## config.mk

```make
export PLATFORM = sky130hd
export DESIGN_NAME = asp_serial_port
export DESIGN_NICKNAME = d
export VERILOG_FILES = /design/src/shared/asp_pkg.sv /design/src/design/asp_baud_timer.sv /design/src/design/asp_serial_port.sv
export SDC_FILE = /design/constraint.sdc
export NUM_CORES = 1
export LEC_CHECK = 0
export BUFFER_PORTS_ARGS = -buffer_cell sky130_fd_sc_hd__buf_4
export CORE_UTILIZATION = 52
export CTS_CLUSTER_DIAMETER = 50
export CTS_CLUSTER_SIZE = 25
export DETAILED_ROUTE_END_ITERATION = 10
export PLACE_DENSITY_LB_ADDON = 0.2
export SYNTH_ARGS = -nofsm -noshare
export SYNTH_HDL_FRONTEND = slang
export SYNTH_HIERARCHICAL = 1
export SYNTH_SLANG_ARGS = --single-unit
```

## constraint.sdc

```tcl
create_clock -name clk_i -period 2.88 [get_ports clk_i]
set_input_delay 0.576 -clock clk_i [delete_from_list [all_inputs] [get_ports clk_i]]
set_output_delay 0.576 -clock clk_i [all_outputs]
set_load 0.02 [all_outputs]
```

## src/shared/asp_pkg.sv

```systemverilog
// constants and types shared by the dual-mode serial port
package asp_pkg;
    // =========================================
    // register map (byte addresses on apb)
    localparam logic [11:0] ASP_CTRL_ADDR = 12'h000;
    localparam logic [11:0] ASP_DATA_ADDR = 12'h004;
    localparam logic [11:0] ASP_BAUD_ADDR = 12'h008;
    localparam logic [11:0] ASP_STAT_ADDR = 12'h00C;
    // =========================================
    // control register field positions
    localparam int CTL_MODE = 7;
    localparam int CTL_ONE = 6;
    localparam int CTL_MCE = 5;
    localparam int CTL_REN = 4;
    localparam int CTL_TB8 = 3;
    localparam int CTL_RB8 = 2;
    localparam int CTL_TI = 1;
    localparam int CTL_RI = 0;
    localparam logic [7:0] CTL_RESET = 8'h40;
    // =========================================
    // baud register fields: reload [7:0], run [8], source [11:9]
    localparam int BAUD_RUN = 8;
    localparam int BAUD_SRC_LO = 9;
    localparam logic [7:0] RELOAD_RESET = 8'h00;
    // =========================================
    // timer clock sources
    localparam logic [2:0] SRC_SYS = 3'h0;
    localparam logic [2:0] SRC_DIV4 = 3'h1;
    localparam logic [2:0] SRC_DIV12 = 3'h2;
    localparam logic [2:0] SRC_DIV48 = 3'h3;
    localparam logic [2:0] SRC_EXT8 = 3'h4;
    localparam logic [2:0] SRC_PIN = 3'h5;
    localparam int DIV4_N = 4;
    localparam int DIV12_N = 12;
    localparam int DIV48_N = 48;
    localparam int EXT8_N = 8;
    // =========================================
    // frame geometry
    localparam int DATA_BITS = 8;
    localparam int TICKS_PER_BIT = 2;
    // =========================================
    // shifter states
    typedef enum logic [2:0] {ST_IDLE, ST_START, ST_DATA, ST_NINTH, ST_STOP} asp_state_t;
endpackage

```

## src/design/asp_baud_timer.sv

```systemverilog
// 8-bit auto-reload timer emitting a one-cycle overflow pulse
`timescale 1ns/1ps
module asp_baud_timer
    import asp_pkg::*;
#(
    parameter int WIDTH = 8
) (
    // clock and reset
    input wire logic clk_i,
    input wire logic rst_i,
    input wire logic en_i,
    // control
    input wire logic tick_i,
    input wire logic force_i,
    input wire logic [WIDTH-1:0] reload_i,
    // result
    output logic ovf_o
);
    logic [WIDTH-1:0] cnt_r;

    // count on tick, reload on overflow or forced reload
    always_ff @(posedge clk_i or posedge rst_i) begin
        if (rst_i) begin
            cnt_r <= '0;
            ovf_o <= 1'b0;
        end else if (en_i) begin
            ovf_o <= 1'b0;
            if (force_i) begin
                cnt_r <= reload_i;
            end else if (tick_i) begin
                if (&cnt_r) begin
                    cnt_r <= reload_i;
                    ovf_o <= 1'b1;
                end else begin
                    cnt_r <= cnt_r + 1'b1;
                end
            end
        end
    end
endmodule

```

## src/design/asp_serial_port.sv

```systemverilog
// full-duplex serial port with 8/9-bit frames, apb registers, own baud timers
`timescale 1ns/1ps
module asp_serial_port
    import asp_pkg::*;
#(
    parameter int RELOAD_W = 8
) (
    // clock, reset, enable
    input wire logic clk_i,
    input wire logic rst_i,
    input wire logic ce_i,
    // apb slave
    input wire logic psel_i,
    input wire logic penable_i,
    input wire logic pwrite_i,
    input wire logic [11:0] paddr_i,
    input wire logic [31:0] pwdata_i,
    output logic [31:0] prdata_o,
    output logic pready_o,
    output logic pslverr_o,
    // baud clock sources
    input wire logic ext_osc_tick_i,
    input wire logic baud_timer_ext_input_i,
    // serial pins
    input wire logic serial_rx_pin_i,
    output logic serial_tx_pin_o,
    // interrupt request
    input wire logic irq_enable_i,
    output logic irq_o
);
    // =========================================
    // elaboration check
    if (RELOAD_W != DATA_BITS) begin : g_bad_width
        $error("reload width must be eight");
    end

    // =========================================
    // registers
    logic frame_mode_select_r, multiproc_filter_enable_r, rx_enable_bit_r;
    logic tx_ninth_bit_r, rx_ninth_bit_r, tx_done_flag_r, rx_done_flag_r;
    logic [7:0] serial_data_buffer_r;
    logic [RELOAD_W-1:0] baud_timer_reload_r;
    logic timer_run_r;
    logic [2:0] timer_src_r;
    logic [7:0] ctl_rd;
    logic wr_en, rd_en;
    logic tx_set, rx_load, rx_ninth_nxt;

    assign wr_en = psel_i && penable_i && pwrite_i;
    assign rd_en = psel_i && penable_i && !pwrite_i;
    assign ctl_rd = {frame_mode_select_r, 1'b1, multiproc_filter_enable_r, rx_enable_bit_r,
                     tx_ninth_bit_r, rx_ninth_bit_r, tx_done_flag_r, rx_done_flag_r};

    // address decode used by read and write paths
    function automatic logic hit(input logic [11:0] a, input logic [11:0] r);
        hit = (a == r);
    endfunction

    // =========================================
    // control register with hardware-set done flags
    always_ff @(posedge clk_i or posedge rst_i) begin
        if (rst_i) begin
            frame_mode_select_r <= CTL_RESET[CTL_MODE];
            multiproc_filter_enable_r <= CTL_RESET[CTL_MCE];
            rx_enable_bit_r <= CTL_RESET[CTL_REN];
            tx_ninth_bit_r <= CTL_RESET[CTL_TB8];
            rx_ninth_bit_r <= CTL_RESET[CTL_RB8];
            tx_done_flag_r <= CTL_RESET[CTL_TI];
            rx_done_flag_r <= CTL_RESET[CTL_RI];
        end else if (ce_i) begin
            if (wr_en && hit(paddr_i, ASP_CTRL_ADDR)) begin
                frame_mode_select_r <= pwdata_i[CTL_MODE];
                multiproc_filter_enable_r <= pwdata_i[CTL_MCE];
                rx_enable_bit_r <= pwdata_i[CTL_REN];
                tx_ninth_bit_r <= pwdata_i[CTL_TB8];
                rx_ninth_bit_r <= pwdata_i[CTL_RB8];
                tx_done_flag_r <= pwdata_i[CTL_TI];
                rx_done_flag_r <= pwdata_i[CTL_RI];
            end
            // hardware set wins over a same-cycle clear
            if (tx_set) begin
                tx_done_flag_r <= 1'b1;
            end
            if (rx_load) begin
                rx_done_flag_r <= 1'b1;
                rx_ninth_bit_r <= rx_ninth_nxt;
            end
        end
    end

    // baud timer configuration
    always_ff @(posedge clk_i or posedge rst_i) begin
        if (rst_i) begin
            baud_timer_reload_r <= RELOAD_RESET;
            timer_run_r <= 1'b0;
            timer_src_r <= SRC_SYS;
        end else if (ce_i && wr_en && hit(paddr_i, ASP_BAUD_ADDR)) begin
            baud_timer_reload_r <= pwdata_i[RELOAD_W-1:0];
            timer_run_r <= pwdata_i[BAUD_RUN];
            timer_src_r <= pwdata_i[BAUD_SRC_LO +: 3];
        end
    end

    // =========================================
    // timer clock source selection
    logic [5:0] pre_cnt_r;
    logic [2:0] ext_cnt_r;
    logic pin_d_r;
    logic tick;
    always_ff @(posedge clk_i or posedge rst_i) begin
        if (rst_i) begin
            pre_cnt_r <= '0;
            ext_cnt_r <= '0;
            pin_d_r <= 1'b0;
        end else if (ce_i) begin
            pre_cnt_r <= (pre_cnt_r == 6'(DIV48_N - 1)) ? '0 : pre_cnt_r + 1'b1;
            if (ext_osc_tick_i) begin
                ext_cnt_r <= ext_cnt_r + 1'b1;
            end
            pin_d_r <= baud_timer_ext_input_i;
        end
    end

    // one-cycle tick from the selected source
    always_comb begin
        unique case (timer_src_r)
            SRC_SYS: tick = 1'b1;
            SRC_DIV4: tick = (pre_cnt_r[1:0] == 2'h3);
            SRC_DIV12: tick = (pre_cnt_r == 6'(DIV12_N - 1)) ||
                              (pre_cnt_r == 6'(2*DIV12_N - 1)) ||
                              (pre_cnt_r == 6'(3*DIV12_N - 1)) ||
                              (pre_cnt_r == 6'(DIV48_N - 1));
            SRC_DIV48: tick = (pre_cnt_r == 6'(DIV48_N - 1));
            SRC_EXT8: tick = ext_osc_tick_i && (ext_cnt_r == 3'(EXT8_N - 1));
            SRC_PIN: tick = pin_d_r && !baud_timer_ext_input_i;
            default: tick = 1'b0;
        endcase
    end

    // =========================================
    // tx and hidden rx timers
    logic tx_ovf, rx_ovf, rx_force;
    asp_baud_timer #(.WIDTH(RELOAD_W)) u_tx_timer (
        .clk_i(clk_i),
        .rst_i(rst_i),
        .en_i(ce_i),
        .tick_i(tick && timer_run_r),
        .force_i(1'b0),
        .reload_i(baud_timer_reload_r),
        .ovf_o(tx_ovf)
    );
    asp_baud_timer #(.WIDTH(RELOAD_W)) u_rx_timer (
        .clk_i(clk_i),
        .rst_i(rst_i),
        .en_i(ce_i),
        .tick_i(tick && timer_run_r),
        .force_i(rx_force),
        .reload_i(baud_timer_reload_r),
        .ovf_o(rx_ovf)
    );

    // =========================================
    // transmitter: two overflows per bit
    asp_state_t tx_st_r;
    logic [7:0] tx_shift_r;
    logic [2:0] tx_bit_r;
    logic tx_half_r, tx_pend_r, tx_nine_r;
    logic tx_bit_end;
    assign tx_bit_end = tx_ovf && tx_half_r;
    assign tx_set = tx_bit_end && ((tx_st_r == ST_DATA && tx_bit_r == 3'h7 &&
                    !tx_nine_r) || tx_st_r == ST_NINTH);

    always_ff @(posedge clk_i or posedge rst_i) begin
        if (rst_i) begin
            tx_st_r <= ST_IDLE;
            tx_shift_r <= '0;
            tx_bit_r <= '0;
            tx_half_r <= 1'b0;
            tx_pend_r <= 1'b0;
            tx_nine_r <= 1'b0;
            serial_tx_pin_o <= 1'b1;
        end else if (ce_i) begin
            if (wr_en && hit(paddr_i, ASP_DATA_ADDR)) begin
                tx_shift_r <= pwdata_i[7:0];
                tx_pend_r <= 1'b1;
            end
            if (tx_ovf) begin
                tx_half_r <= !tx_half_r;
            end
            unique case (tx_st_r)
                ST_IDLE: begin
                    if (tx_pend_r && tx_bit_end) begin
                        tx_pend_r <= 1'b0;
                        tx_nine_r <= frame_mode_select_r;
                        serial_tx_pin_o <= 1'b0;
                        tx_st_r <= ST_START;
                    end
                end
                ST_START: begin
                    if (tx_bit_end) begin
                        serial_tx_pin_o <= tx_shift_r[0];
                        tx_bit_r <= '0;
                        tx_st_r <= ST_DATA;
                    end
                end
                ST_DATA: begin
                    if (tx_bit_end) begin
                        if (tx_bit_r == 3'h7) begin
                            serial_tx_pin_o <= tx_nine_r ? tx_ninth_bit_r : 1'b1;
                            tx_st_r <= tx_nine_r ? ST_NINTH : ST_STOP;
                        end else begin
                            serial_tx_pin_o <= tx_shift_r[3'(tx_bit_r + 3'h1)];
                            tx_bit_r <= tx_bit_r + 1'b1;
                        end
                    end
                end
                ST_NINTH: begin
                    if (tx_bit_end) begin
                        serial_tx_pin_o <= 1'b1;
                        tx_st_r <= ST_STOP;
                    end
                end
                ST_STOP: begin
                    if (tx_bit_end) begin
                        tx_st_r <= ST_IDLE;
                    end
                end
                default: tx_st_r <= ST_IDLE;
            endcase
        end
    end

    // =========================================
    // receiver: sample mid-bit, overflow pairs from forced reload
    asp_state_t rx_st_r;
    logic [7:0] rx_shift_r;
    logic [2:0] rx_bit_r;
    logic rx_half_r, rx_prev_r, rx_nine_r, rx_b9_r;
    logic rx_mid, rx_end, rx_ok;
    assign rx_force = (rx_st_r == ST_IDLE) && rx_enable_bit_r && timer_run_r &&
                      rx_prev_r && !serial_rx_pin_i;
    assign rx_mid = rx_ovf && !rx_half_r;
    assign rx_end = rx_ovf && rx_half_r;
    // stop bit in 8-bit mode, ninth bit in 9-bit mode gates the filter
    assign rx_ninth_nxt = rx_nine_r ? rx_b9_r : serial_rx_pin_i;
    assign rx_ok = !rx_done_flag_r && (!multiproc_filter_enable_r || rx_ninth_nxt);
    assign rx_load = (rx_st_r == ST_STOP) && rx_mid && rx_ok;

    always_ff @(posedge clk_i or posedge rst_i) begin
        if (rst_i) begin
            rx_st_r <= ST_IDLE;
            rx_shift_r <= '0;
            rx_bit_r <= '0;
            rx_half_r <= 1'b0;
            rx_prev_r <= 1'b1;
            rx_nine_r <= 1'b0;
            rx_b9_r <= 1'b0;
        end else if (ce_i) begin
            rx_prev_r <= serial_rx_pin_i;
            if (rx_force) begin
                rx_half_r <= 1'b0;
            end else if (rx_ovf) begin
                rx_half_r <= !rx_half_r;
            end
            unique case (rx_st_r)
                ST_IDLE: begin
                    if (rx_force) begin
                        rx_nine_r <= frame_mode_select_r;
                        rx_st_r <= ST_START;
                    end
                end
                ST_START: begin
                    if (rx_mid) begin
                        rx_bit_r <= '0;
                        rx_st_r <= serial_rx_pin_i ? ST_IDLE : ST_DATA;
                    end
                end
                ST_DATA: begin
                    if (rx_mid) begin
                        rx_shift_r <= {serial_rx_pin_i, rx_shift_r[7:1]};
                        rx_bit_r <= rx_bit_r + 1'b1;
                        if (rx_bit_r == 3'h7) begin
                            rx_st_r <= rx_nine_r ? ST_NINTH : ST_STOP;
                        end
                    end
                end
                ST_NINTH: begin
                    if (rx_mid) begin
                        rx_b9_r <= serial_rx_pin_i;
                        rx_st_r <= ST_STOP;
                    end
                end
                ST_STOP: begin
                    if (rx_mid) begin
                        rx_st_r <= ST_IDLE;
                    end
                end
                default: rx_st_r <= ST_IDLE;
            endcase
        end
    end

    // receive buffer, loaded only when conditions hold
    always_ff @(posedge clk_i or posedge rst_i) begin
        if (rst_i) begin
            serial_data_buffer_r <= '0;
        end else if (ce_i && rx_load) begin
            serial_data_buffer_r <= rx_shift_r;
        end
    end

    // =========================================
    // apb read data, zero wait states
    always_ff @(posedge clk_i or posedge rst_i) begin
        if (rst_i) begin
            prdata_o <= '0;
            pready_o <= 1'b0;
            pslverr_o <= 1'b0;
        end else if (ce_i) begin
            pready_o <= psel_i && !penable_i;
            pslverr_o <= psel_i && !penable_i && !(hit(paddr_i, ASP_CTRL_ADDR) ||
                         hit(paddr_i, ASP_DATA_ADDR) || hit(paddr_i, ASP_BAUD_ADDR) ||
                         hit(paddr_i, ASP_STAT_ADDR));
            prdata_o <= '0;
            if (psel_i && !penable_i && !pwrite_i) begin
                if (hit(paddr_i, ASP_CTRL_ADDR)) begin
                    prdata_o <= {24'h000000, ctl_rd};
                end else if (hit(paddr_i, ASP_DATA_ADDR)) begin
                    prdata_o <= {24'h000000, serial_data_buffer_r};
                end else if (hit(paddr_i, ASP_BAUD_ADDR)) begin
                    prdata_o <= {20'h00000, timer_src_r, timer_run_r, baud_timer_reload_r};
                end else if (hit(paddr_i, ASP_STAT_ADDR)) begin
                    prdata_o <= {26'h0000000, tx_pend_r, tx_st_r != ST_IDLE,
                                 rx_st_r != ST_IDLE, rx_nine_r, rx_b9_r, tx_half_r};
                end
            end
        end
    end

    // interrupt on either done flag
    always_ff @(posedge clk_i or posedge rst_i) begin
        if (rst_i) begin
            irq_o <= 1'b0;
        end else if (ce_i) begin
            irq_o <= irq_enable_i && (tx_done_flag_r || rx_done_flag_r);
        end
    end
endmodule

```

==> results of run 1 <==
## flip-flops by register name, summed over array words and instances (netlist names), 6 cells and up
register and count:
prdata_o 12, baud_timer_reload_r 8, rx_shift_r 8, serial_data_buffer_r 8, tx_shift_r 8, u_rx_timer/cnt_r 8, u_tx_timer/cnt_r 8, pre_cnt_r 6
## layer usage
metal  GRT usage [%]  vias to the layer above  share of wire, %
li1                -                     1995                 -
met1            31.5                     2074                46
met2            36.8                       74                49
met3            4.78                       12               3.4
met4            5.85                        0               1.5
met5               0                        -                 0
## kinds of logic (layout without fill, tap and decap cells)
family,Yosys count,in the layout,share of synthesized area (%)
fa+ha+maj,9,9,1.99
simple gates,153,153,15.7
compound gates,115,115,14.4
xor+xnor,7,7,1.08
other cells,1,23,0.0662
mux,66,66,13.6
flops,106,106,46.9
buf+inv,65,100,6.25
## power breakdown
group | switching, mW | internal (mW)
Clock | 0.557 | 0.340
Combinational | 0.220 | 0.194
Sequential | 0.107 | 1.58
## final cells by class
cell class,instances,area [sq um]
clock buffers,9,124
clock inverters,7,63.8
fillers,893,4160
inverters,25,95.1
multi-input cells,373,2740
flip-flops and latches,106,2660
well taps,136,170
repair buffers,59,455
## worst min-delay path by stage
stage	from	cells past startpoint	slack [ns]	end
floorplan	rst_i	1	0.40	u_rx_timer/cnt_r[0]$_DFFE_PP0P_
global placement	ext_cnt_r[0]$_DFFE_PP0P_	1	0.47	ext_cnt_r[0]$_DFFE_PP0P_
detailed placement	ext_cnt_r[0]$_DFFE_PP0P_	1	0.48	ext_cnt_r[0]$_DFFE_PP0P_
CTS	rst_i	2	0.17	u_rx_timer/cnt_r[3]$_DFFE_PP0P_
global route	rst_i	2	0.20	u_tx_timer/cnt_r[1]$_DFFE_PP0P_
finish	rst_i	2	0.18	u_rx_timer/cnt_r[0]$_DFFE_PP0P_
## cells in the final DEF, fill, tap and decap left out, types with 3 or more instances in the layout
cell / instances
nor4_4: 3
xnor2_1: 6
conb_1: 23
nor3_1: 14
mux2i_1: 12
and2_1: 3
a22o_1: 8
o311ai_0: 3
a211oi_1: 7
o211ai_1: 3
dfrtp_1: 104
clkbuf_8: 9
nand2b_1: 6
o22ai_1: 6
o21ai_1: 3
inv_1: 24
a31oi_1: 6
o32ai_1: 5
nor2_1: 32
or4_1: 5
o21ai_0: 25
mux2_4: 8
inv_6: 6
or2_2: 3
ha_1: 9
nand3b_1: 3
nor4_1: 4
nand3_1: 8
or3_1: 3
buf_4: 58
nor3b_1: 5
nor2b_1: 4
o31ai_1: 3
nand4_1: 15
mux2_2: 45
nand2_1: 31
o2bb2ai_1: 3
a21oi_1: 21
o21a_1: 4
## per-stage QoR
stage                     utilization [%]  instance area [sq um]  cells  hold WS [ns]  setup slack (ns)
after detailed placement             58.5                   6120    699         0.483             0.422
after global routing                 60.3                   6300    715         0.200             0.254
after floorplan                         -                   5750    544         0.404            0.0288
after global placement               58.5                   6120    699         0.469             0.479
after CTS                            60.3                   6300    715         0.172             0.443
final                                60.3                   6300    715         0.176             0.453
==> flow_summary.json, run 1 <==
{
  "outcome": "completed",
  "cts_tree": "built",
  "worstPathCellList": "nor4b_1, a21oi_1, or3_1, a31oi_1, buf_4, o21a_1, o21ai_0, a221o_2",
  "setup_viol": 0,
  "synth_edf_count": 0,
  "tns_ns": 0,
  "yosysSeqAreaShare_pct": 46.9,
  "die-width_microns": 106,
  "regToRegSetupSlack_ns": 0.45,
  "max-clock-path-buffers": 2,
  "viasPerCell": 5.81,
  "r2r-end": "u_rx_timer/cnt_r[6]$_DFFE_PP0P_",
  "grt_usage_pct": 22.9,
  "syn_inst": 522,
  "nNetsFinal": 637,
  "antenna_found_initial": 0,
  "cts_made_buffers": 9,
  "cts_setup_buffers": 0,
  "period_share_pct": 84.3,
  "die_h_microns": 106,
  "ys.flop_type": "dfrtp_1",
  "rows": 37,
  "yosysTopAreaCell": "dfrtp_1",
  "hold_path_class": "input pin to async pin",
  "clock_sinks": 106,
  "path_buf_inv": 1,
  "rsz0062_at_grt": "false",
  "path_class": "flip-flop to flip-flop",
  "area_delta_synth_final_pct": 11.3,
  "cts_resized": 0,
  "n_antenna_cell": 0,
  "dieArea_sq_mm": 0.0113,
  "worstPathRequired_ns": 3.15,
  "critical_path_cell_count": 8,
  "clkTransAtPathRegs_ns": 0.11,
  "power_density_mw_per_mm2": 475,
  "core_area_sq_mm": 0.0105,
  "cap_violations": 0,
  "yosys.cell_count.top_type": "dfrtp_1",
  "drive_above_1_share_pct": 26.3,
  "yosysWarnings": 6,
  "critPathCaptureType": "flip-flop",
  "r2r_start": "timer_src_r[0]$_DFFE_PP0P_",
  "hold_viol": 0,
  "grt.overflow.total": 0,
  "wl_per_cell_microns": 17.0,
  "crit_end": "u_rx_timer/cnt_r[6]$_DFFE_PP0P_",
  "slowest_stage": "dfrtp_1",
  "grt_max_degree": 41,
  "htree_levels": 3,
  "worstPathMaxFanout": 10,
  "cts_hold_buf": 0,
  "tightest_slew_ns": 0.744,
  "vias": 4155,
  "ys_top_cells_by_area": "dfrtp_1 46%, mux2_2 8.9%, buf_4 2.7%",
  "grt_pass1_vias": 3929,
  "drt_iter0_drc": 232,
  "max-slew-margin-rel_pct": 50.4,
  "drc": 0,
  "ys_ff_latch": 106,
  "io_buffers": 49,
  "boundaryPins": 90,
  "crit_family": "compound AO/OA/AOI/OAI gates",
  "hpwl_mm": 8.88,
  "vdd_drop_max_uv": 411,
  "firstDrtPassIters": 4,
  "report.final.slew_viol_count": 0,
  "slowest_delay_ns": 0.46,
  "synth_cell_types": 66,
  "ant_nets": 0,
  "maxClockFrequency_mhz": 412,
  "crit_arrival_ns": 2.70,
  "synth_common_cells": "104 x dfrtp_1, 45 x mux2_2, 32 x nor2_1, 31 x nand2_1",
  "async_flop_share_pct": 100,
  "period_minus_slack_ns": 2.43,
  "power.leakage_nw": 2.88,
  "syn_avg_cell_area_sq_um": 10.8,
  "skew_ns": 0.0103,
  "synth_top_area_share_pct": 46.0,
  "power_mw": 3.00,
  "setup.worst_path.start": "timer_src_r[0]$_DFFE_PP0P_",
  "synthesis.area_sq_mm": 0.00566,
  "reg2reg_depth": 8,
  "routabilityCongestion": 0.835,
  "initial_core_util_pct": 54.1,
  "cts-root-buf": "clkbuf_8",
  "grt_first_pass_wirelength_mm": 20.1,
  "clk_latency_ns": 0.38,
  "routed_wl_mm": 12.2,
  "startpoint_type": "flip-flop"
}
Power figures use the tool's default switching activity.
==> inputs of run 2 (changes only) <==
- ABC_AREA: unset -> 1
- clock period: 2.88 -> 2.1 ns (I/O delays scaled with it)
==> run 2 against run 1 <==
  * Sequential cell count unchanged
  * Combinational power grew 120%
  * Register-to-register slack lost 0.28 ns
  * Largest cell class unchanged
  * Non-clock buffer count is 6 higher
  * Critical endpoint is now u_tx_timer/cnt_r[4]$_DFFE_PP0P_
  * Area after synthesis increased by 5.2%
  * Routed wire length increased by 16%
  * Clock power rose by 89%
  * Worst setup slack worse by 0.28 ns
  * Die area rose by 5.1%
  * Critical path type unchanged
==> flow_summary.json, run 2 <==
{
  "setup_viol": 0,
  "r2r-end": "u_tx_timer/cnt_r[4]$_DFFE_PP0P_",
  "yosysTopAreaCell": "dfrtp_1",
  "seq_power_share_pct": 47.9,
  "skew_ns": 0.00729,
  "clk_latency_ns": 0.36,
  "hold_path_class": "input pin to async pin",
  "power.leakage_nw": 3.48,
  "clkTransAtPathRegs_ns": 0.08,
  "vias": 5208,
  "drc": 0,
  "reg2reg_depth": 14,
  "core_area_sq_mm": 0.0110,
  "yosysWarnings": 6,
  "largest-register": "prdata_o",
  "syn_inst": 792,
  "synth_mux_area_share_pct": 0.378,
  "io_buffers": 49,
  "path_buf_inv": 4,
  "die_h_microns": 109,
  "slowest_delay_ns": 0.40,
  "worstPathCellList": "ha_1, nand2_1, inv_1, nand4_1, nand3_1, nand2_1, nand3_1, nand2_1, inv_2, o21ai_4, buf_4, buf_4, nand2_1, nand2_1",
  "routabilityCongestion": 0.915,
  "grt_max_degree": 38,
  "combinationalPowerShare_pct": 18.1,
  "grt_usage_pct": 25.3,
  "hold_viol": 0,
  "rows": 38,
  "clkPwrFrac_pct": 34.1,
  "nNetsFinal": 919,
  "vdd_drop_max_uv": 536,
  "power_density_mw_per_mm2": 732,
  "syn_avg_cell_area_sq_um": 7.52,
  "boundaryPins": 90,
  "synth-xor-area-share_pct": 1.03,
  "cap_violations": 0,
  "r2r_start": "pre_cnt_r[0]$_DFFE_PP0P_",
  "area_delta_synth_final_pct": 14.0,
  "cts_hold_buf": 0,
  "synth_common_cells": "237 x nand2_1, 104 x dfrtp_1, 104 x inv_1, 73 x nand3_1, 56 x nor2_1",
  "hpwl_mm": 10.6,
  "critical_path_cell_count": 14,
  "synth_top_family_by_area": "simple AND/OR/NAND/NOR gates",
  "antenna_found_initial": 0,
  "ys_top_cells_by_area": "dfrtp_1 44%, nand2_1 15%, inv_1 6.6%",
  "fillCellCount": 987,
  "clock_sinks": 106,
  "grt_first_pass_wirelength_mm": 23.0,
  "setup.worst_path.start": "pre_cnt_r[0]$_DFFE_PP0P_",
  "synthAdderAreaFrac_pct": 1.89,
  "startpoint_type": "flip-flop",
  "cell_internal_pwr_mw": 3.38,
  "cts_made_buffers": 9,
  "report.final.slew_viol_count": 0,
  "path_class": "flip-flop to flip-flop",
  "drive_above_1_share_pct": 15.2,
  "power_mw": 4.97,
  "synth_edf_count": 0,
  "worstPathRequired_ns": 2.35,
  "critPathCaptureType": "flip-flop",
  "maxClockFrequency_mhz": 518,
  "crit_family": "simple AND/OR/NAND/NOR gates",
  "final_common_cell": "nand2_1",
  "ys.flop_type": "dfrtp_1",
  "outcome": "completed",
  "worstPathMaxFanout": 4,
  "tightest_slew_ns": 0.575,
  "initial_core_util_pct": 54.2,
  "grt.overflow.total": 0,
  "yosys.area_share.simple_pct": 30.0,
  "slowest_stage": "dfrtp_1",
  "viasPerCell": 5.20,
  "crit_end": "u_tx_timer/cnt_r[4]$_DFFE_PP0P_",
  "grt_pass1_vias": 4708,
  "power.net_switching_mw": 1.59,
  "period_minus_slack_ns": 1.93,
  "finalNonFillerCells": 1001,
  "max-slew-margin-rel_pct": 61.6,
  "regToRegSetupSlack_ns": 0.17,
  "layout_common_cells": "237 x nand2_1, 104 x dfrtp_1, 102 x inv_1, 73 x nand3_1, 63 x buf_4",
  "die-width_microns": 109,
  "timing.critical_path.mode_cell": "nand2_1",
  "crit_arrival_ns": 2.18,
  "synth_top_area_share_pct": 43.7,
  "dpl.cell_count": 983,
  "yosysSeqAreaShare_pct": 44.6,
  "firstDrtPassIters": 5,
  "max-clock-path-buffers": 2,
  "dieArea_sq_mm": 0.0119,
  "multi_input_area_sq_mm": 0.00273,
  "tns_ns": 0,
  "synthesis.area_sq_mm": 0.00596,
  "htree_levels": 3,
  "cts_tree": "built",
  "period_share_pct": 91.9,
  "rsz0062_at_grt": "false",
  "async_flop_share_pct": 100,
  "routed_wl_mm": 14.1,
  "ys_ff_latch": 106,
  "regArea_sq_mm": 0.00266,
  "synth_compound_area_share_pct": 10.9,
  "sw_frac_of_total_pct": 32.1,
  "ant_nets": 0,
  "drt_iter0_drc": 384,
  "largest_reg_flops": 12,
  "cts-root-buf": "clkbuf_16",
  "yosys.cell_count.top_type": "nand2_1",
  "n_antenna_cell": 0,
  "synth_cell_types": 42,
  "wl_per_cell_microns": 14.1
}
## run 2: cell count changes after synthesis, sizes merged, moves of 7 or more
cell    previous run  this run
inv               25       109
nor2              32        65
nand2             31       247
mux2              53         2
mux2i             12         0
a22o               8         0
buf               26        34
o21ai             28        73
nor3              15         7
nand3              9        75
nor4               7         0
nand4             15         7
clkbuf            14         2
## run 2: cell type report
type	instances	share of cell area (%)
Multi-Input combinational cell	564	40.1
Sequential cell	106	39.1
Timing Repair Buffer	65	7.55
Inverter	110	6.23
Clock buffer	9	3.32
Tap cell	140	2.58
Clock inverter	7	1.11
## run 2: per-layer routing
| metal | GRT usage [%] | vias up | wire length [microns] | part of all wire [%] |
|---|---|---|---|---|
| li1 | - | 2606 | - | - |
| met1 | 33.9 | 2430 | 6590 | 47 |
| met2 | 41.2 | 152 | 6690 | 47 |
| met3 | 5.26 | 20 | 637 | 4.5 |
| met4 | 7.53 | 0 | 216 | 1.5 |
| met5 | 0 | - | 0 | 0 |
## run 2: worst register-to-register path, cell delays in order, from the launching register on
cell and delay, ns:
dfrtp_1 0.40, ha_1 0.22, nand2_1 0.07, inv_1 0.07, nand4_1 0.13, nand3_1 0.13, nand2_1 0.05, nand3_1 0.06
nand2_1 0.06, inv_2 0.13, o21ai_4 0.09, buf_4 0.15, buf_4 0.13, nand2_1 0.06, nand2_1 0.06
## run 2: kinds of logic (layout without fill, tap and decap cells)
group                    after synthesis  count (layout)
AO/OA/AOI/OAI                        111             111
buffers and inverters                146             191
flip-flops                           106             106
other                                  1              25
AND/OR/NAND/NOR                      410             410
multiplexers                           2               2
adder cells (fa/ha/maj)                9               9
XOR/XNOR                               7               7
## run 2: per-stage QoR
| stage | util [%] | hold WS [ns] | area, sq um | setup WS, ns |
|---|---|---|---|---|
| finish | 61.8 | 0.0502 | 6790 | 0.171 |
| global route | 61.8 | 0.0796 | 6790 | 0.0142 |
| CTS | 61.7 | 0.0623 | 6780 | 0.0806 |
| detailed placement | 59.0 | 0.446 | 6480 | 0.113 |
| global placement | 59.0 | 0.439 | 6480 | 0.154 |
| floorplan | - | 0.248 | 6050 | 0.328 |
## run 2: how the worst min path moves through the flow
stage	slack, ns	cells past startpoint	end	startpoint
after floorplan	0.25	1	u_rx_timer/cnt_r[0]$_DFFE_PP0P_	rst_i
after global routing	0.08	2	u_tx_timer/cnt_r[0]$_DFFE_PP0P_	rst_i
after global placement	0.44	2	u_tx_timer/cnt_r[3]$_DFFE_PP0P_	rst_i
after CTS	0.06	2	u_tx_timer/cnt_r[3]$_DFFE_PP0P_	rst_i
final	0.05	2	u_rx_timer/cnt_r[3]$_DFFE_PP0P_	rst_i
after detailed placement	0.45	2	u_rx_timer/cnt_r[7]$_DFFE_PP0P_	rst_i
## run 2: power by group through the flow
stage / Sequential, mW / Clock (mW) / Combinational (mW)
after floorplan: 2.39 / 0 / 0.660
after detailed placement: 2.41 / 0 / 0.889
after global routing: 2.40 / 1.79 / 1.03
after global placement: 2.40 / 0 / 0.849
after CTS: 2.38 / 1.73 / 0.893
final: 2.38 / 1.69 / 0.898
## run 2: repair_timing
item	in CTS	in global routing
setup endpoints to repair	0	12
hold endpoints to repair	0	0
setup buffers	0	2
gates resized for setup	0	1
==> inputs of run 3 (changes only) <==
- RECOVER_POWER: unset -> 50
==> run 3 against run 2 <==
  * Non-clock buffer count is the same
  * Clock-buffer cell count is the same
  * Via count grew 0.33%
  * Critical path depth grew 1
  * Combinational power shrank 1%
  * Highest routed layer unchanged
  * Critical endpoint is now u_rx_timer/cnt_r[6]$_DFFE_PP0P_
  * Global-route usage is the same
==> flow_summary.json, run 3 (same netlist as run 2, synthesis figures left out) <==
{
  "maxClockFrequency_mhz": 518,
  "clk_latency_ns": 0.37,
  "n_antenna_cell": 0,
  "fillCellCount": 996,
  "report.final.slew_viol_count": 0,
  "drc": 0,
  "routabilityCongestion": 0.915,
  "dieArea_sq_mm": 0.0119,
  "clkTransAtPathRegs_ns": 0.08,
  "multi_input_area_sq_mm": 0.00273,
  "max-slew-margin-rel_pct": 30.5,
  "rows": 38,
  "area_delta_synth_final_pct": 13.3,
  "final_common_cell": "nand2_1",
  "power.leakage_nw": 3.46,
  "cap_violations": 0,
  "critPathCaptureType": "flip-flop",
  "die-width_microns": 109,
  "largest_reg_flops": 12,
  "reg2reg_depth": 15,
  "core_area_sq_mm": 0.0110,
  "largest-register": "prdata_o",
  "outcome": "completed",
  "tns_ns": 0,
  "io_buffers": 49,
  "initial_core_util_pct": 54.2,
  "tightest_slew_ns": 1.04,
  "grt_first_pass_wirelength_mm": 23.0,
  "rsz0062_at_grt": "false",
  "r2r_start": "ext_cnt_r[0]$_DFFE_PP0P_",
  "cts_tree": "built",
  "die_h_microns": 109,
  "hpwl_mm": 10.6,
  "grt.overflow.total": 0,
  "path_class": "flip-flop to flip-flop",
  "crit_end": "u_rx_timer/cnt_r[6]$_DFFE_PP0P_",
  "hold_path_class": "input pin to async pin",
  "antenna_found_initial": 0,
  "layout_common_cells": "237 x nand2_1, 104 x dfrtp_1, 102 x inv_1, 73 x nand3_1, 60 x buf_4",
  "worstPathMaxFanout": 7,
  "drive_above_1_share_pct": 14.9,
  "regArea_sq_mm": 0.00266,
  "viasPerCell": 5.22,
  "boundaryPins": 90,
  "grt_pass1_vias": 4708,
  "cts_made_buffers": 9,
  "worstPathRequired_ns": 2.40,
  "period_share_pct": 91.9,
  "setup.worst_path.start": "ext_cnt_r[0]$_DFFE_PP0P_",
  "hold_viol": 0,
  "skew_ns": 0.0132,
  "clock_sinks": 106,
  "power_density_mw_per_mm2": 736,
  "grt_usage_pct": 25.3,
  "wl_per_cell_microns": 14.1,
  "htree_levels": 3,
  "whs_ns": 0.0377,
  "max-clock-path-buffers": 2,
  "regToRegSetupSlack_ns": 0.17,
  "vdd_drop_max_uv": 539,
  "startpoint_type": "flip-flop",
  "r2r-end": "u_rx_timer/cnt_r[6]$_DFFE_PP0P_",
  "routed_wl_mm": 14.1,
  "crit_arrival_ns": 2.23,
  "cts_hold_buf": 0,
  "cts-root-buf": "clkbuf_16",
  "period_minus_slack_ns": 1.93,
  "nNetsFinal": 919,
  "firstDrtPassIters": 5,
  "ant_nets": 0,
  "vias": 5225,
  "setup_viol": 0,
  "drt_iter0_drc": 369,
  "grt_max_degree": 38
}
[run 3: how the worst min path moves through the flow]
stage | from | end | slack [ns] | cells past startpoint
finish | rst_i | u_rx_timer/cnt_r[2]$_DFFE_PP0P_ | 0.04 | 2
global route | rst_i | u_tx_timer/cnt_r[0]$_DFFE_PP0P_ | 0.08 | 2
CTS | rst_i | u_tx_timer/cnt_r[3]$_DFFE_PP0P_ | 0.06 | 2
detailed placement | rst_i | u_rx_timer/cnt_r[7]$_DFFE_PP0P_ | 0.45 | 2
global placement | rst_i | u_tx_timer/cnt_r[3]$_DFFE_PP0P_ | 0.44 | 2
floorplan | rst_i | u_rx_timer/cnt_r[0]$_DFFE_PP0P_ | 0.25 | 1
[run 3: final cells by class]
type	count	share of cell area (%)
Multi-Input combinational cell	564	40.4
Timing Repair Buffer	65	6.99
Tap cell	140	2.60
Sequential cell	106	39.3
Clock inverter	7	1.11
Inverter	110	6.23
Clock buffer	9	3.34
[run 3: report_power, final]
| group | leakage, nW | internal, mW | switching (mW) |
|---|---|---|---|
| clock network | 0.147 | 0.841 | 0.861 |
| registers | 1.39 | 2.21 | 0.171 |
| logic | 1.92 | 0.320 | 0.568 |
| total | 3.46 | 3.37 | 1.60 |
[run 3: per-stage QoR]
step	util, %	cell area, sq um	instances	power [mW]	setup slack (ns)
after detailed placement	59.0	6480	983	3.30	0.113
after floorplan	-	6050	816	3.05	0.328
after global routing	61.4	6750	1001	5.22	0.0142
after global placement	59.0	6480	983	3.25	0.154
after CTS	61.7	6780	999	5.00	0.0806
final	61.4	6750	1001	4.97	0.170
[run 3: layer usage]
layer  track usage [%]  vias to the layer above  wire length [microns]
met2              41.2                      152                   6690
met3              5.26                       20                    660
met4              7.53                        0                    221
met1              33.9                     2452                   6490
met5                 0                        -                      0
li1                  -                     2601                      -
[run 3: critical path: stages (launching register included)]
cell and delay [ns]:
dfrtp_1 0.40, ha_1 0.20, ha_1 0.17, nand2_1 0.05, nand2_1 0.04, nand2_1 0.05
nor2_1 0.04, nor2_1 0.08, nand3_1 0.08, nand2_1 0.08, inv_2 0.08, o21ai_4 0.23
inv_2 0.12, o21ai_0 0.09, nand2_1 0.07, nand2_1 0.06
[run 3: repair_timing]
item / 4_1_cts / 5_1_grt
resized for setup: 0 / 1
buffers inserted: 0 / 2
endpoints found under the setup margin: 0 / 12
